File: src/hdl/sarcv_params.svh
// Constants of the converter control and serial readout block.
// Assumes a 40 MHz core clock; included by bare name.
`ifndef SARCV_PARAMS_SVH
`define SARCV_PARAMS_SVH

// ----------------------------------------
// Timing
// ----------------------------------------
`define SARCV_CLK_PERIOD_PS 25000
`define SARCV_PWRUP_NS 1500
`define SARCV_CONV_MAX_NS 5000
`define SARCV_CONV_TYP_NS 4000
// Least times round up
`define SARCV_PWRUP_CYC ((`SARCV_PWRUP_NS * 1000 + `SARCV_CLK_PERIOD_PS - 1) / `SARCV_CLK_PERIOD_PS)
`define SARCV_CONV_CYC ((`SARCV_CONV_TYP_NS * 1000 + `SARCV_CLK_PERIOD_PS - 1) / `SARCV_CLK_PERIOD_PS)

// ----------------------------------------
// Word layout
// ----------------------------------------
`define SARCV_RES_BITS 8
`define SARCV_CODE_STEPS 256
`define SARCV_FIFO_DEPTH 32
`define SARCV_RES_RST 8'h00

`endif

File: src/hdl/sarcv_pkg.sv
// Types of the converter control and serial readout block.
// Assumes sarcv_params.svh is on the include path.
`include "sarcv_params.svh"

package sarcv_pkg;

  typedef logic [`SARCV_RES_BITS-1:0] sarcv_code_t;

  // Converter sequencer states, one-hot
  typedef enum logic [3:0] {
    SARCV_OFF   = 4'b0001,
    SARCV_WAKE  = 4'b0010,
    SARCV_TRACK = 4'b0100,
    SARCV_CONV  = 4'b1000
  } sarcv_state_e;

  // A finished conversion as it travels to the readout side
  typedef struct packed {
    sarcv_code_t code;
    logic keep_power;
  } sarcv_result_s;

endpackage

File: src/hdl/sarcv_top.sv
// Control of an 8-bit successive-approximation converter with serial readout.
// Assumes start pin and serial clock come from a host in another domain.
//
// Overview of operation
// - Result is straight binary, one code step per reference over 256.
// - Starts powered down; start pin rising edge powers up over 1.5 us.
// - Start pin falling edge moves track to hold and starts converting.
// - Conversion lasts 4 us typical, 5 max; then latch result, sample pin.
// - Pin high at conversion end keeps the converter powered.
// - Pin low at conversion end powers down after latching.
// - Early falling edge waits out power-up; never convert unpowered.
// - Serial port enabled only by a start pin rising edge.
// - Read before conversion end gives previous result, after gives current.
// - Result load into shift register waits for a read in progress.
// - Start rising edge resets bit counter; clocks after a full word start the next read.
// - Data bits change on serial clock rising edges, first after enable.
// - Eighth falling serial edge floats output and resets the counter.
// - Serial clock may be continuous or come in bursts.
// - Serial port works while the converter is powered down.
`timescale 1ns/1ps

module sarcv_top
  import sarcv_pkg::*;
#(
  parameter int PWRUP_CYC = `SARCV_PWRUP_CYC,
  parameter int CONV_CYC = `SARCV_CONV_CYC,
  parameter int FIFO_DEPTH = `SARCV_FIFO_DEPTH
) (
  input wire logic clock,
  input wire logic rst,
  input wire logic conversion_start_n,
  input wire logic sclk,
  output logic dout_o,
  output logic dout_oe,
  input wire logic [`SARCV_RES_BITS-1:0] sample_code,
  output logic sample_hold,
  output logic powered,
  output logic busy
);

  initial begin
    if (PWRUP_CYC < 1 || CONV_CYC < 1 || CONV_CYC > 4095 || PWRUP_CYC > 4095) begin
      $error("sarcv_top: timing counts out of range");
    end
  end

  // ----------------------------------------
  // Pin synchronisers and edge detection
  // ----------------------------------------
  logic cs_meta_q;
  logic cs_sync_q;
  logic cs_prev_q;
  logic ck_meta_q;
  logic ck_sync_q;
  logic ck_prev_q;
  logic cs_rise;
  logic cs_fall;
  logic ck_rise;
  logic ck_fall;

  always_ff @(posedge clock or posedge rst) begin
    if (rst) begin
      cs_meta_q <= 1'b0;
      cs_sync_q <= 1'b0;
      cs_prev_q <= 1'b0;
      ck_meta_q <= 1'b0;
      ck_sync_q <= 1'b0;
      ck_prev_q <= 1'b0;
    end else begin
      cs_meta_q <= conversion_start_n;
      cs_sync_q <= cs_meta_q;
      cs_prev_q <= cs_sync_q;
      ck_meta_q <= sclk;
      ck_sync_q <= ck_meta_q;
      ck_prev_q <= ck_sync_q;
    end
  end

  assign cs_rise = cs_sync_q && !cs_prev_q;
  assign cs_fall = !cs_sync_q && cs_prev_q;
  // Edges are found by sampling, so bursts and free-running clocks look alike
  assign ck_rise = ck_sync_q && !ck_prev_q;
  assign ck_fall = !ck_sync_q && ck_prev_q;

  // ----------------------------------------
  // Converter sequencer
  // ----------------------------------------
  sarcv_state_e state_q;
  sarcv_state_e state_d;
  logic [11:0] cnt_q;
  logic pend_q;
  logic conv_done;
  logic pwrup_end;
  logic wake_start;
  logic conv_start;
  sarcv_result_s res_in;
  logic fifo_in_ready;

  assign conv_done = (state_q == SARCV_CONV) && (cnt_q == 12'(CONV_CYC - 1)) && fifo_in_ready;
  assign pwrup_end = (state_q == SARCV_WAKE) && (cnt_q == 12'(PWRUP_CYC - 1));
  assign wake_start = (state_q == SARCV_OFF) && cs_rise;
  // Early fall is remembered and served once power-up ends
  assign conv_start = (pwrup_end && (pend_q || cs_fall))
                      || ((state_q == SARCV_TRACK) && cs_fall);

  always_comb begin
    state_d = state_q;
    case (state_q)
      SARCV_OFF: begin
        if (wake_start) begin
          state_d = SARCV_WAKE;
        end
      end
      SARCV_WAKE: begin
        if (pwrup_end) begin
          state_d = conv_start ? SARCV_CONV : SARCV_TRACK;
        end
      end
      SARCV_TRACK: begin
        if (conv_start) begin
          state_d = SARCV_CONV;
        end
      end
      SARCV_CONV: begin
        if (conv_done) begin
          // Pin level at the end picks the mode
          state_d = cs_sync_q ? SARCV_TRACK : SARCV_OFF;
        end
      end
      default: begin
        state_d = SARCV_OFF;
      end
    endcase
  end

  always_ff @(posedge clock or posedge rst) begin
    if (rst) begin
      state_q <= SARCV_OFF;
    end else begin
      state_q <= state_d;
    end
  end

  always_ff @(posedge clock or posedge rst) begin
    if (rst) begin
      pend_q <= 1'b0;
    end else if (state_q != SARCV_WAKE) begin
      pend_q <= 1'b0;
    end else if (cs_fall) begin
      pend_q <= 1'b1;
    end
  end

  always_ff @(posedge clock or posedge rst) begin
    if (rst) begin
      cnt_q <= '0;
    end else if ((state_q == SARCV_WAKE && cnt_q == 12'(PWRUP_CYC - 1))
                 || (state_q == SARCV_TRACK && cs_fall) || conv_done
                 || state_q == SARCV_OFF) begin
      cnt_q <= '0;
    end else if (state_q == SARCV_WAKE || state_q == SARCV_CONV) begin
      // Holds at the end count while the result queue is full
      if (!(state_q == SARCV_CONV && cnt_q == 12'(CONV_CYC - 1))) begin
        cnt_q <= cnt_q + 12'h001;
      end
    end
  end

  // Held sample captured at the hold instant; code is straight binary
  logic [`SARCV_RES_BITS-1:0] held_q;

  always_ff @(posedge clock or posedge rst) begin
    if (rst) begin
      held_q <= `SARCV_RES_RST;
    end else if (state_q != SARCV_CONV) begin
      held_q <= sample_code;
    end
  end

  assign res_in.code = held_q;
  assign res_in.keep_power = cs_sync_q;

  // ----------------------------------------
  // Status outputs
  // ----------------------------------------
  // Hold and busy rise with the state change, so they span the whole conversion
  always_ff @(posedge clock or posedge rst) begin
    if (rst) begin
      sample_hold <= 1'b0;
    end else begin
      sample_hold <= conv_start || ((state_q == SARCV_CONV) && !conv_done);
    end
  end

  always_ff @(posedge clock or posedge rst) begin
    if (rst) begin
      busy <= 1'b0;
    end else begin
      busy <= conv_start || ((state_q == SARCV_CONV) && !conv_done);
    end
  end

  // Up from the waking edge, so the whole power-up spell shows as powered
  always_ff @(posedge clock or posedge rst) begin
    if (rst) begin
      powered <= 1'b0;
    end else begin
      powered <= wake_start
                 || ((state_q != SARCV_OFF) && !(conv_done && !cs_sync_q));
    end
  end

  // ----------------------------------------
  // Result queue between converter and readout
  // ----------------------------------------
  sarcv_result_s res_out;
  logic res_valid;
  logic res_take;

  sarcv_fifo #(
    .WIDTH($bits(sarcv_result_s)),
    .DEPTH(FIFO_DEPTH)
  ) u_fifo (
    .clock(clock),
    .rst(rst),
    .in_data(res_in),
    .in_valid(conv_done),
    .in_ready(fifo_in_ready),
    .out_data(res_out),
    .out_valid(res_valid),
    .out_ready(res_take)
  );

  // ----------------------------------------
  // Serial readout
  // ----------------------------------------
  logic port_en_q;
  logic [3:0] bits_q;
  logic reading;
  logic shift_en;

  // A read is in progress from the first shifted bit to the eighth fall
  assign reading = port_en_q && bits_q != 4'h0;
  // Oldest queued result enters the shift register only between reads
  assign res_take = res_valid && !reading;
  assign shift_en = port_en_q && ck_rise && bits_q < 4'h8 && !res_take;

  always_ff @(posedge clock or posedge rst) begin
    if (rst) begin
      port_en_q <= 1'b0;
    end else if (cs_rise) begin
      // Stays armed after a word; the counter alone re-arms the next read
      port_en_q <= 1'b1;
    end
  end

  always_ff @(posedge clock or posedge rst) begin
    if (rst) begin
      bits_q <= 4'h0;
    end else if (cs_rise) begin
      bits_q <= 4'h0;
    end else if (port_en_q && ck_fall && bits_q == 4'h8) begin
      bits_q <= 4'h0;
    end else if (shift_en) begin
      bits_q <= bits_q + 4'h1;
    end
  end

  // Serial side never looks at the power state
  sarcv_shift #(
    .BITS(`SARCV_RES_BITS)
  ) u_shift (
    .clock(clock),
    .rst(rst),
    .load(res_take),
    .load_data(res_out.code),
    .shift(shift_en),
    .bit_out(dout_o)
  );

  always_ff @(posedge clock or posedge rst) begin
    if (rst) begin
      dout_oe <= 1'b0;
    end else if (cs_rise || (port_en_q && ck_fall && bits_q == 4'h8)) begin
      dout_oe <= 1'b0;
    end else if (shift_en) begin
      dout_oe <= 1'b1;
    end
  end

endmodule

File: src/hdl/sarcv_fifo.sv
// Synchronous FIFO with valid/ready on both sides.
// Assumes one clock domain; depth a power of two.
`timescale 1ns/1ps

module sarcv_fifo #(
  parameter int WIDTH = 9,
  parameter int DEPTH = 32
) (
  input wire logic clock,
  input wire logic rst,
  input wire logic [WIDTH-1:0] in_data,
  input wire logic in_valid,
  output logic in_ready,
  output logic [WIDTH-1:0] out_data,
  output logic out_valid,
  input wire logic out_ready
);

  localparam int AW = $clog2(DEPTH);

  initial begin
    if (DEPTH < 2 || (1 << AW) != DEPTH || WIDTH < 1) begin
      $error("sarcv_fifo: bad WIDTH or DEPTH");
    end
  end

  logic [WIDTH-1:0] mem_q [DEPTH];
  logic [AW:0] wr_q;
  logic [AW:0] rd_q;
  logic push;
  logic pop;

  assign in_ready = (wr_q - rd_q) != (AW+1)'(DEPTH);
  assign out_valid = wr_q != rd_q;
  assign push = in_valid && in_ready;
  assign pop = out_valid && out_ready;
  assign out_data = mem_q[rd_q[AW-1:0]];

  always_ff @(posedge clock) begin
    if (push) begin
      mem_q[wr_q[AW-1:0]] <= in_data;
    end
  end

  always_ff @(posedge clock or posedge rst) begin
    if (rst) begin
      wr_q <= '0;
    end else if (push) begin
      wr_q <= wr_q + (AW+1)'(1);
    end
  end

  always_ff @(posedge clock or posedge rst) begin
    if (rst) begin
      rd_q <= '0;
    end else if (pop) begin
      rd_q <= rd_q + (AW+1)'(1);
    end
  end

endmodule

File: src/hdl/sarcv_shift.sv
// Eight-bit output shift register with load and shift strobes.
// Assumes strobes come from logic on the same clock.
`timescale 1ns/1ps

module sarcv_shift
  import sarcv_pkg::*;
#(
  parameter int BITS = `SARCV_RES_BITS
) (
  input wire logic clock,
  input wire logic rst,
  input wire logic load,
  input wire logic [BITS-1:0] load_data,
  input wire logic shift,
  output logic bit_out
);

  initial begin
    if (BITS != `SARCV_RES_BITS) begin
      $error("sarcv_shift: width must match result");
    end
  end

  logic [BITS-1:0] sr_q;

  always_ff @(posedge clock or posedge rst) begin
    if (rst) begin
      sr_q <= '0;
      bit_out <= 1'b0;
    end else if (load) begin
      sr_q <= load_data;
    end else if (shift) begin
      bit_out <= sr_q[BITS-1];
      sr_q <= {sr_q[BITS-2:0], 1'b0};
    end
  end

endmodule

File: config.mk
export PLATFORM = sky130hd
export DESIGN_NAME = sarcv_top
export DESIGN_NICKNAME = d
export VERILOG_FILES = /design/src/hdl/sarcv_pkg.sv /design/src/hdl/sarcv_top.sv /design/src/hdl/sarcv_fifo.sv /design/src/hdl/sarcv_shift.sv
export VERILOG_INCLUDE_DIRS = /design/src /design/src/hdl
export SDC_FILE = /design/constraint.sdc
export NUM_CORES = 1
export LEC_CHECK = 0
export BUFFER_PORTS_ARGS = -buffer_cell sky130_fd_sc_hd__buf_2
export CAP_MARGIN = 0
export CORE_UTILIZATION = 67
export CTS_CLUSTER_DIAMETER = 50
export DETAILED_ROUTE_END_ITERATION = 16
export PLACE_DENSITY = 0.84
export SLEW_MARGIN = 20
export SYNTH_ARGS = -nofsm -noshare
export SYNTH_HDL_FRONTEND = slang
export SYNTH_SLANG_ARGS = --single-unit
File: constraint.sdc
create_clock -name clock -period 8 [get_ports clock]
set_input_delay 0.4 -clock clock [delete_from_list [all_inputs] [get_ports clock]]
set_output_delay 0.4 -clock clock [all_outputs]
set_load 0.05 [all_outputs]
==> results.sh, run 1 <==
export IMPL_status="completed"
export IMPL_syn_nets=832
export IMPL_skew_ns=0.0196
export IMPL_setup_viol=0
export IMPL_dr_pass1_iters=7
export IMPL_cts_hold_buf=1
export IMPL_crit_chain="inv_2 -> ha_1 -> and3_1 -> o21a_1 -> nor4_1 -> nand4bb_1 -> nand3_2 -> nor3_1"
export IMPL_ir_drop_uv=185
export IMPL_core_area_um2=18900
export IMPL_crit_path_end_kind="flip-flop"
export IMPL_drt_drc_violations_left=0
export IMPL_finalPower_mw=3.45
export IMPL_start_util=0.690
export IMPL_use_met2=0.527
export IMPL_whs_ns=0.0826
export IMPL_clk_latency_ns=0.51
export IMPL_maxCapViolCount=0
export IMPL_stdcell_area_um2=14500
export IMPL_hold_viol_final=0
export IMPL_drive_above_1_share=0.191
export IMPL_hold_path_class="input port to flip-flop"
export IMPL_synth_distinct_cells=56
export IMPL_grt_usage=0.317
export IMPL_rsz0062_at_grt="no"
export IMPL_antenna_found_initial=0
export IMPL_critPathKind="flip-flop to flip-flop"
export IMPL_synth_edf_count=256
export IMPL_antenna_cells=0
export IMPL_avgSynthCellArea_um2=16.2
export IMPL_met1_usage=0.444
export IMPL_viasPerCell=6.70
export IMPL_async_flop_share=0.190
export IMPL_crit_fanout=35
export IMPL_io_pins=17
export IMPL_reg2reg_slack_ns=3.13
export IMPL_grt_pass1_wl_mm=45.1
export IMPL_die_x_um=142
export IMPL_grt_overflow=0
export IMPL_drt_iter0_markers=943
export IMPL_final_nets=858
export IMPL_synth_ff_type="edfxtp_1"
export IMPL_path_clk_slew_ns=0.06
export IMPL_power_per_cell_area_nw_per_um2=238
export IMPL_die_h_um=142
export IMPL_slowest_stage="dfrtp_1"
export IMPL_ys_ff_latch=316
export IMPL_cts_inserted_buffers=35
export IMPL_ys_seq_area_frac=0.705
export IMPL_final_common_cell="edfxtp_1"
export IMPL_dpl_instance_area_um2=13400
export IMPL_grt_pass1_vias=7343
export IMPL_synth_area_um2=13000
export IMPL_htreeDepth=2
export IMPL_maxSlewHeadroom=0.282
export IMPL_vias=7482
export IMPL_ant_nets=0
export IMPL_grt_max_degree=67
export IMPL_cts_buffer_depth=3
export IMPL_p_leak_nw=4.97
export IMPL_tightest_slew_ns=1.07
export IMPL_max_freq_ghz=0.205
export IMPL_yosys_warnings=0
export IMPL_cts_sinks=316
export IMPL_rows=50
export IMPL_cts_resized=0
export IMPL_cts_root_buf="clkbuf_16"
export IMPL_final_cell_mix="256 x edfxtp_1, 112 x nand2_1, 64 x mux4_2"
export IMPL_area_growth_pct=11.2
export IMPL_place_hpwl_mm=18.6
export IMPL_final_setup_worst_slack_ns=3.13
export IMPL_post_cts_buffers=0
export IMPL_dp_cells=1054
export IMPL_busiest_layer="met2"
export IMPL_wl_mm=30.1
export IMPL_cts_tree="done"
export IMPL_cp_arrival_ns=4.99
export IMPL_finalNonFillerCells=1117
export IMPL_fin_crit_ns=4.87
export IMPL_cp_start_kind="flip-flop"
export IMPL_required_ns=8.12
export IMPL_numPortBuffers=16
export IMPL_critPathMaxStageDelay_ns=1.03
export IMPL_postLayoutCoreUtil=0.767
export IMPL_gp_congestion=0.923
export IMPL_syn_inst=807
export IMPL_grt_util_met3=0.0503
export IMPL_maxSlewViolCount=0
export IMPL_wl_per_cell_um=26.9
export IMPL_period_share=0.609
export IMPL_place_ws_ns=3.22
export IMPL_fin_tns_setup_ns=0
export IMPL_die_area_um2=20000
[worst max-delay path: cells and delay by family, from the launching register on]
kind	cells	cell delay (ns)
buf+inv	1	0.52
flops	1	1.03
compound gates	1	0.13
fa+ha+maj	1	0.48
simple gates	5	2.30
[where the power goes]
part / internal (mW) / switching (mW) / leakage (nW)
combinational: 0.0252 / 0.0629 / 1.33
clock: 0.910 / 0.644 / 0.549
sequential: 1.79 / 0.0210 / 3.09
total: 2.73 / 0.728 / 4.97
[kinds of logic after synthesis]
| family | share of synthesized area |
|---|---|
| mux | 0.114 |
| fa+ha+maj | 0.0125 |
| flops | 0.705 |
| compound gates | 0.0392 |
| buf+inv | 0.0189 |
| simple gates | 0.0934 |
| xor+xnor | 0.0175 |
[flip-flops by register name, indices dropped and copies added, names as in the netlist, 4 cells and up]
| name | count |
|---|---|
| u_shift.sr_q | 8 |
| u_fifo.mem_q | 256 |
| cnt_q | 12 |
| state_q | 4 |
| u_fifo.wr_q | 6 |
| bits_q | 4 |
| held_q | 8 |
| u_fifo.rd_q | 6 |
[layout make-up]
cell class / instances / area (um^2)
sequential: 316 / 9200
fill: 1052 / 4390
multi-input combinational: 437 / 3620
clock buffer: 45 / 986
tap: 260 / 325
timing repair buffer: 32 / 205
clock inverter: 16 / 128
inverter: 11 / 41.3
[cells in the mapped netlist, types with 3 or more instances]
cell | n | area share
nor2_1 | 50 | 0.014
a31oi_1 | 9 | 0.0043
a311oi_1 | 8 | 0.0054
buf_2 | 8 | 0.0031
buf_1 | 7 | 0.0020
a21oi_1 | 29 | 0.011
xnor2_1 | 23 | 0.015
inv_1 | 10 | 0.0029
buf_4 | 5 | 0.0029
nand2b_1 | 12 | 0.0058
ha_1 | 13 | 0.012
and3_1 | 20 | 0.0096
nor2b_1 | 11 | 0.0053
nand2_1 | 112 | 0.032
edfxtp_1 | 256 | 0.59
nand3_1 | 12 | 0.0046
nand3b_1 | 3 | 0.0017
nor3_1 | 12 | 0.0046
o31ai_1 | 3 | 0.0017
dfrtp_1 | 59 | 0.11
and4_1 | 3 | 0.0020
xor2_1 | 3 | 0.0020
o21ai_0 | 4 | 0.0015
mux4_2 | 64 | 0.11
clkbuf_1 | 21 | 0.0060
a211oi_1 | 9 | 0.0052
[path summary, 6_finish.rpt]
path,depth (start not counted),endpoint,start
worst max-delay path,8,u_fifo.mem_q[30][6],u_fifo.rd_q[3]
worst min-delay path,3,held_q[5],sample_code[5]
worst max register to register,8,u_fifo.mem_q[30][6],u_fifo.rd_q[3]
worst min register to register,0,ck_sync_q,ck_meta_q
max in group asynchronous,3,u_fifo.rd_q[0],rst
min in group asynchronous,3,dout_oe,rst
[layer usage]
metal | share of wire | vias to the layer above
met1 | 0.38 | 3762
met2 | 0.50 | 496
met5 | 0 | -
met3 | 0.089 | 87
met4 | 0.030 | 0
li1 | - | 3137
No activity file was read; power rests on OpenSTA's default activity.
==> run 2, diff against run 1 <==
Settings changed: CORE_UTILIZATION 67 to 63, PLACE_DENSITY 0.84 to 0.8.
Clock period 8 ns to 4.9 ns, I/O delays scaled along.
==> run 2 against run 1 <==
Clock skew down 0.0071 ns. Highest routed layer unchanged. Flip-flop and latch count is the same. Die area increased by 6.3%. Routed wire length is 1.3% lower. First-iteration DRC count shrank 11%. Register-to-register slack lost 2.4 ns. Global-route usage decreased by 2.6 points. Combinational power increased by 78%. Final area about the same. Maximum frequency increased by 16%. Final cell count increased by 1.7%. Core utilization decreased by 5.1 points. Critical endpoint is now u_fifo.mem_q[30][5]. Critical path type unchanged.
==> results.sh, run 2 (synthesis results as in run 1) <==
export IMPL_status="completed"
export IMPL_tightest_slew_ns=1.07
export IMPL_grt_pass1_vias=7500
export IMPL_crit_chain="inv_1 -> ha_1 -> and3_1 -> o21a_1 -> nor4_1 -> nand4bb_1 -> buf_4 -> nand3_2 -> nor3_1"
export IMPL_drt_drc_violations_left=0
export IMPL_setup_viol=0
export IMPL_die_h_um=146
export IMPL_core_area_um2=20200
export IMPL_antenna_cells=0
export IMPL_r2r_end="u_fifo.mem_q[30][5]"
export IMPL_postLayoutCoreUtil=0.717
export IMPL_ff2ff_path_depth=9
export IMPL_maxSlewViolCount=0
export IMPL_cts_buffer_depth=3
export IMPL_ant_nets=0
export IMPL_largest_reg_flops=256
export IMPL_fin_tns_setup_ns=0
export IMPL_cts_tree="done"
export IMPL_critPathMaxStageDelay_ns=0.96
export IMPL_power_per_cell_area_nw_per_um2=369
export IMPL_grt_usage=0.291
export IMPL_cp_start_kind="flip-flop"
export IMPL_path_clk_slew_ns=0.06
export IMPL_hold_depth=2
export IMPL_max_freq_ghz=0.239
export IMPL_hp_start="conversion_start_n"
export IMPL_cp_arrival_ns=4.34
export IMPL_rsz0062_at_grt="no"
export IMPL_hold_viol_final=0
export IMPL_wl_mm=29.7
export IMPL_place_hpwl_mm=18.0
export IMPL_maxSlewHeadroom=0.282
export IMPL_slowest_stage="nor3_1"
export IMPL_grt_max_degree=67
export IMPL_numPortBuffers=16
export IMPL_area_growth_pct=11.2
export IMPL_gp_congestion=0.883
export IMPL_cts_root_buf="clkbuf_16"
export IMPL_critPathKind="flip-flop to flip-flop"
export IMPL_required_ns=5.06
export IMPL_crit_buf_inv=2
export IMPL_cts_inserted_buffers=31
export IMPL_post_cts_buffers=0
export IMPL_die_x_um=146
export IMPL_period_share=0.854
export IMPL_grt_overflow=0
export IMPL_grt_pass1_wl_mm=45.2
export IMPL_hold_end="cs_meta_q"
export IMPL_start_util=0.645
export IMPL_whs_ns=0.346
export IMPL_ir_drop_uv=302
export IMPL_reg2reg_slack_ns=0.71
export IMPL_skew_ns=0.0125
export IMPL_r2r_start="u_fifo.rd_q[2]"
export IMPL_htreeDepth=1
export IMPL_drive_above_1_share=0.192
export IMPL_hold_path_class="input port to flip-flop"
export IMPL_dpl_instance_area_um2=13400
export IMPL_clk_latency_ns=0.54
export IMPL_final_nets=867
export IMPL_io_pins=17
export IMPL_crit_path_end_kind="flip-flop"
export IMPL_final_common_cell="edfxtp_1"
export IMPL_p_leak_nw=4.94
export IMPL_drt_iter0_markers=840
export IMPL_path_delay_family="simple AND/OR/NAND/NOR gates"
export IMPL_die_area_um2=21300
export IMPL_vias=7423
export IMPL_viasPerCell=6.53
export IMPL_antenna_found_initial=0
export IMPL_crit_fanout=20
export IMPL_cts_sinks=316
export IMPL_fin_crit_ns=4.19
export IMPL_final_cell_mix="256 x edfxtp_1, 112 x nand2_1, 64 x mux4_2"
export IMPL_finalPower_mw=5.35
export IMPL_wl_per_cell_um=26.1
export IMPL_dr_pass1_iters=5
export IMPL_stdcell_area_um2=14500
export IMPL_rows=52
export IMPL_maxCapViolCount=0
[run 2: changes by cell type in the layout (fill, tap and decap cells not counted), moves of 3 or more]
| cell | before | now |
|---|---|---|
| buf_4 | 14 | 18 |
| inv_6 | 4 | 1 |
| clkinvlp_4 | 1 | 6 |
| dlygate4sd3_1 | 2 | 11 |
| clkbuf_16 | 37 | 31 |
[run 2: power by group]
part / internal, mW / switching (mW) / leakage [nW]
Combinational: 0.0457 / 0.111 / 1.39
Sequential: 2.92 / 0.0215 / 3.09
Clock: 1.27 / 0.977 / 0.464
Total: 4.24 / 1.11 / 4.94
[run 2: worst reg2reg max path, stage by stage, from the launching register on]
cell,delay [ns]
dfrtp_1,0.74
inv_1,0.39
ha_1,0.46
and3_1,0.21
o21a_1,0.13
nor4_1,0.26
nand4bb_1,0.18
buf_4,0.22
nand3_2,0.27
nor3_1,0.96
[run 2: area by class of cell]
cell class / count / area [um^2]
Multi-Input combinational cell: 437 / 3620
Inverter: 11 / 41.3
Tap cell: 270 / 338
Clock inverter: 18 / 143
Clock buffer: 39 / 836
Sequential cell: 316 / 9200
Timing Repair Buffer: 45 / 325
Fill cell: 1190 / 5730
[run 2: what timing repair did]
action | in CTS | in global routing
hold endpoints to repair | 69 | 0
hold buffers | 11 | 0
resized for setup | 0 | 0
[run 2: per-layer routing]
| layer | routed length [um] | track usage | vias to the layer above |
|---|---|---|---|
| met5 | 0 | 0 | - |
| met4 | 1060 | 0.105 | 0 |
| met3 | 2410 | 0.0464 | 84 |
| met2 | 15200 | 0.489 | 436 |
| met1 | 11100 | 0.392 | 3743 |
| li1 | - | - | 3160 |
[run 2: through the flow]
| stage | std cells | setup slack, ns |
|---|---|---|
| 2_1_floorplan | 807 | 1.49 |
| 3_3_place_gp | 1068 | 1.13 |
| 3_5_place_dp | 1068 | 0.809 |
| 4_1_cts | 1136 | 0.778 |
| 5_1_grt | 1136 | 0.424 |
| 6_report | 1136 | 0.715 |
[run 2: worst max path at each step]
| stage | from | depth (start not counted) | slack [ns] | endpoint |
|---|---|---|---|---|
| 2_1_floorplan | u_fifo.rd_q[3] | 11 | 1.49 | u_fifo.mem_q[12][1] |
| 3_3_place_gp | u_fifo.rd_q[2] | 9 | 1.13 | u_fifo.mem_q[28][2] |
| 3_5_place_dp | u_fifo.rd_q[2] | 9 | 0.81 | u_fifo.mem_q[30][5] |
| 4_1_cts | u_fifo.rd_q[2] | 9 | 0.78 | u_fifo.mem_q[28][2] |
| 5_1_grt | u_fifo.rd_q[2] | 9 | 0.42 | u_fifo.mem_q[30][7] |
| 6_report | u_fifo.rd_q[2] | 9 | 0.71 | u_fifo.mem_q[30][5] |
==> run 3, diff against run 2 <==
Settings changed: SYNTH_HIERARCHICAL from default to 1.
==> run 3 against run 2 <==
Critical path depth up 2. First-iteration DRC count down 15%. Non-clock buffer count down 3. Setup slack worse by 0.33 ns. Register-to-register slack worse by 0.33 ns. Routed wire length down 4.0%. Largest power group unchanged. Clock skew up 0.0084 ns. Sequential share of layout area down 0.69 points. Final area up 1.2%.
==> results.sh, run 3 <==
export IMPL_syn_nets=776
export IMPL_ir_drop_uv=441
export IMPL_post_cts_buffers=0
export IMPL_gp_congestion=0.899
export IMPL_cts_buffer_depth=3
export IMPL_dp_cells=1010
export IMPL_io_pins=17
export IMPL_yosys_warnings=6
export IMPL_avgSynthCellArea_um2=17.6
export IMPL_skew_ns=0.0209
export IMPL_syn_inst=751
export IMPL_antenna_found_initial=1
export IMPL_path_clk_slew_ns=0.06
export IMPL_rows=52
export IMPL_drive_above_1_share=0.237
export IMPL_cp_start_kind="flip-flop"
export IMPL_critPathKind="flip-flop to flip-flop"
export IMPL_period_share=0.921
export IMPL_status="completed"
export IMPL_cpMostUsedCell="nor2_1"
export IMPL_final_setup_worst_slack_ns=0.387
export IMPL_power_per_cell_area_nw_per_um2=385
export IMPL_fillers=1196
export IMPL_cts_root_buf="clkbuf_16"
export IMPL_final_nets=810
export IMPL_r2r_start="u_fifo/rd_q[3]"
export IMPL_max_freq_ghz=0.222
export IMPL_numPortBuffers=16
export IMPL_cp_arrival_ns=4.69
export IMPL_r2r_end="u_fifo/mem_q[17][6]"
export IMPL_final_common_cell="edfxtp_1"
export IMPL_vias=7047
export IMPL_slowest_stage="nor2_1"
export IMPL_clk_latency_ns=0.56
export IMPL_cts_inserted_buffers=31
export IMPL_grt_usage=0.280
export IMPL_finalPower_mw=5.65
export IMPL_crit_path_end_kind="flip-flop"
export IMPL_finalNonFillerCells=1076
export IMPL_grt_pass1_vias=7116
export IMPL_ff2ff_path_depth=11
export IMPL_whs_ns=0.270
export IMPL_crit_fanout=11
export IMPL_drt_iter0_markers=711
export IMPL_cts_hold_buf=11
export IMPL_p_leak_nw=4.89
export IMPL_grt_pass1_wl_mm=43.9
export IMPL_setup_viol=0
export IMPL_hold_path_class="input port to asynchronous set/reset pin"
export IMPL_maxCapViolCount=0
export IMPL_rsz0062_at_grt="no"
export IMPL_grt_overflow=0
export IMPL_die_x_um=147
export IMPL_critPathMaxStageDelay_ns=0.75
export IMPL_htreeDepth=1
export IMPL_place_ws_ns=0.451
export IMPL_synth_area_um2=13200
export IMPL_tightest_slew_ns=1.17
export IMPL_core_area_um2=20400
export IMPL_ant_nets=0
export IMPL_start_util=0.647
export IMPL_dpl_instance_area_um2=13500
export IMPL_antenna_cells=0
export IMPL_cts_sinks=316
export IMPL_maxSlewViolCount=0
export IMPL_final_cell_mix="256 x edfxtp_1, 80 x mux4_2, 71 x nand2_1"
export IMPL_dr_pass1_iters=5
export IMPL_viasPerCell=6.55
export IMPL_wl_per_cell_um=26.5
export IMPL_drt_drc_violations_left=0
export IMPL_fin_crit_ns=4.51
export IMPL_die_h_um=147
export IMPL_reg2reg_slack_ns=0.39
export IMPL_maxSlewHeadroom=0.216
export IMPL_largest_reg_flops=256
export IMPL_wl_mm=28.5
export IMPL_cts_tree="done"
export IMPL_fin_tns_setup_ns=0
export IMPL_grt_max_degree=67
export IMPL_required_ns=5.07
export IMPL_place_hpwl_mm=17.7
export IMPL_area_growth_pct=11.0
export IMPL_stdcell_area_um2=14700
export IMPL_cts_resized=0
export IMPL_die_area_um2=21600
export IMPL_hold_viol_final=0
export IMPL_postLayoutCoreUtil=0.718
export IMPL_crit_chain="inv_1 -> ha_1 -> o21ai_0 -> a21oi_1 -> nor4_1 -> a311oi_2 -> or2_2 -> nand3_1 -> nor2_1 -> o211ai_1 -> nor2_1"
## run 3: cell types whose count changed in the layout (fill, tap and decap cells not counted), sizes merged, moves of 8 or more
| cell | previous run | this run |
|---|---|---|
| nor2b | 11 | 3 |
| a21oi | 29 | 3 |
| o211ai | 0 | 8 |
| mux4 | 64 | 80 |
| and3 | 20 | 2 |
| xnor2 | 23 | 12 |
| or4 | 0 | 9 |
| nor3 | 13 | 2 |
| o21ai | 4 | 20 |
| nand2 | 112 | 71 |
## run 3: area by class of cell
cell class	count	area, um^2	area share
flip-flops and latches	316	9200	0.627
well taps	270	338	0.0230
repair buffers	42	303	0.0206
clock inverters	21	236	0.0161
inverters	17	63.8	0.00435
multi-input cells	377	3750	0.255
clock buffers	33	783	0.0534
## run 3: how the worst max path moves through the flow
stage / from / endpoint / slack (ns) / cells past startpoint
2_1_floorplan: u_fifo/rd_q[1] / u_fifo/mem_q[10][1] / 1.13 / 13
3_3_place_gp: u_fifo/rd_q[3] / u_fifo/mem_q[6][8] / 0.69 / 11
3_5_place_dp: u_fifo/rd_q[3] / u_fifo/mem_q[17][2] / 0.45 / 11
4_1_cts: u_fifo/rd_q[3] / u_fifo/mem_q[6][6] / 0.38 / 11
5_1_grt: u_fifo/rd_q[3] / u_fifo/mem_q[17][6] / 0.08 / 11
6_report: u_fifo/rd_q[3] / u_fifo/mem_q[17][6] / 0.39 / 11
## run 3: worst max-delay path: cells and delay by family (launching register included)
family	cells	cell delay [ns]
simple gates	5	1.51
buf+inv	1	0.24
flops	1	0.52
compound gates	4	1.49
fa+ha+maj	1	0.38
## run 3: power breakdown
group | internal [mW] | switching, mW
Clock | 1.41 | 0.970
Sequential | 2.94 | 0.0714
Combinational | 0.0851 | 0.166
## run 3: layer usage
layer / routed length, um / vias up / global-route usage
li1: - / 3034 / -
met1: 11100 / 3619 / 0.384
met2: 14300 / 334 / 0.458
met3: 2160 / 58 / 0.0528
met4: 1020 / 2 / 0.100
met5: 8 / - / 0
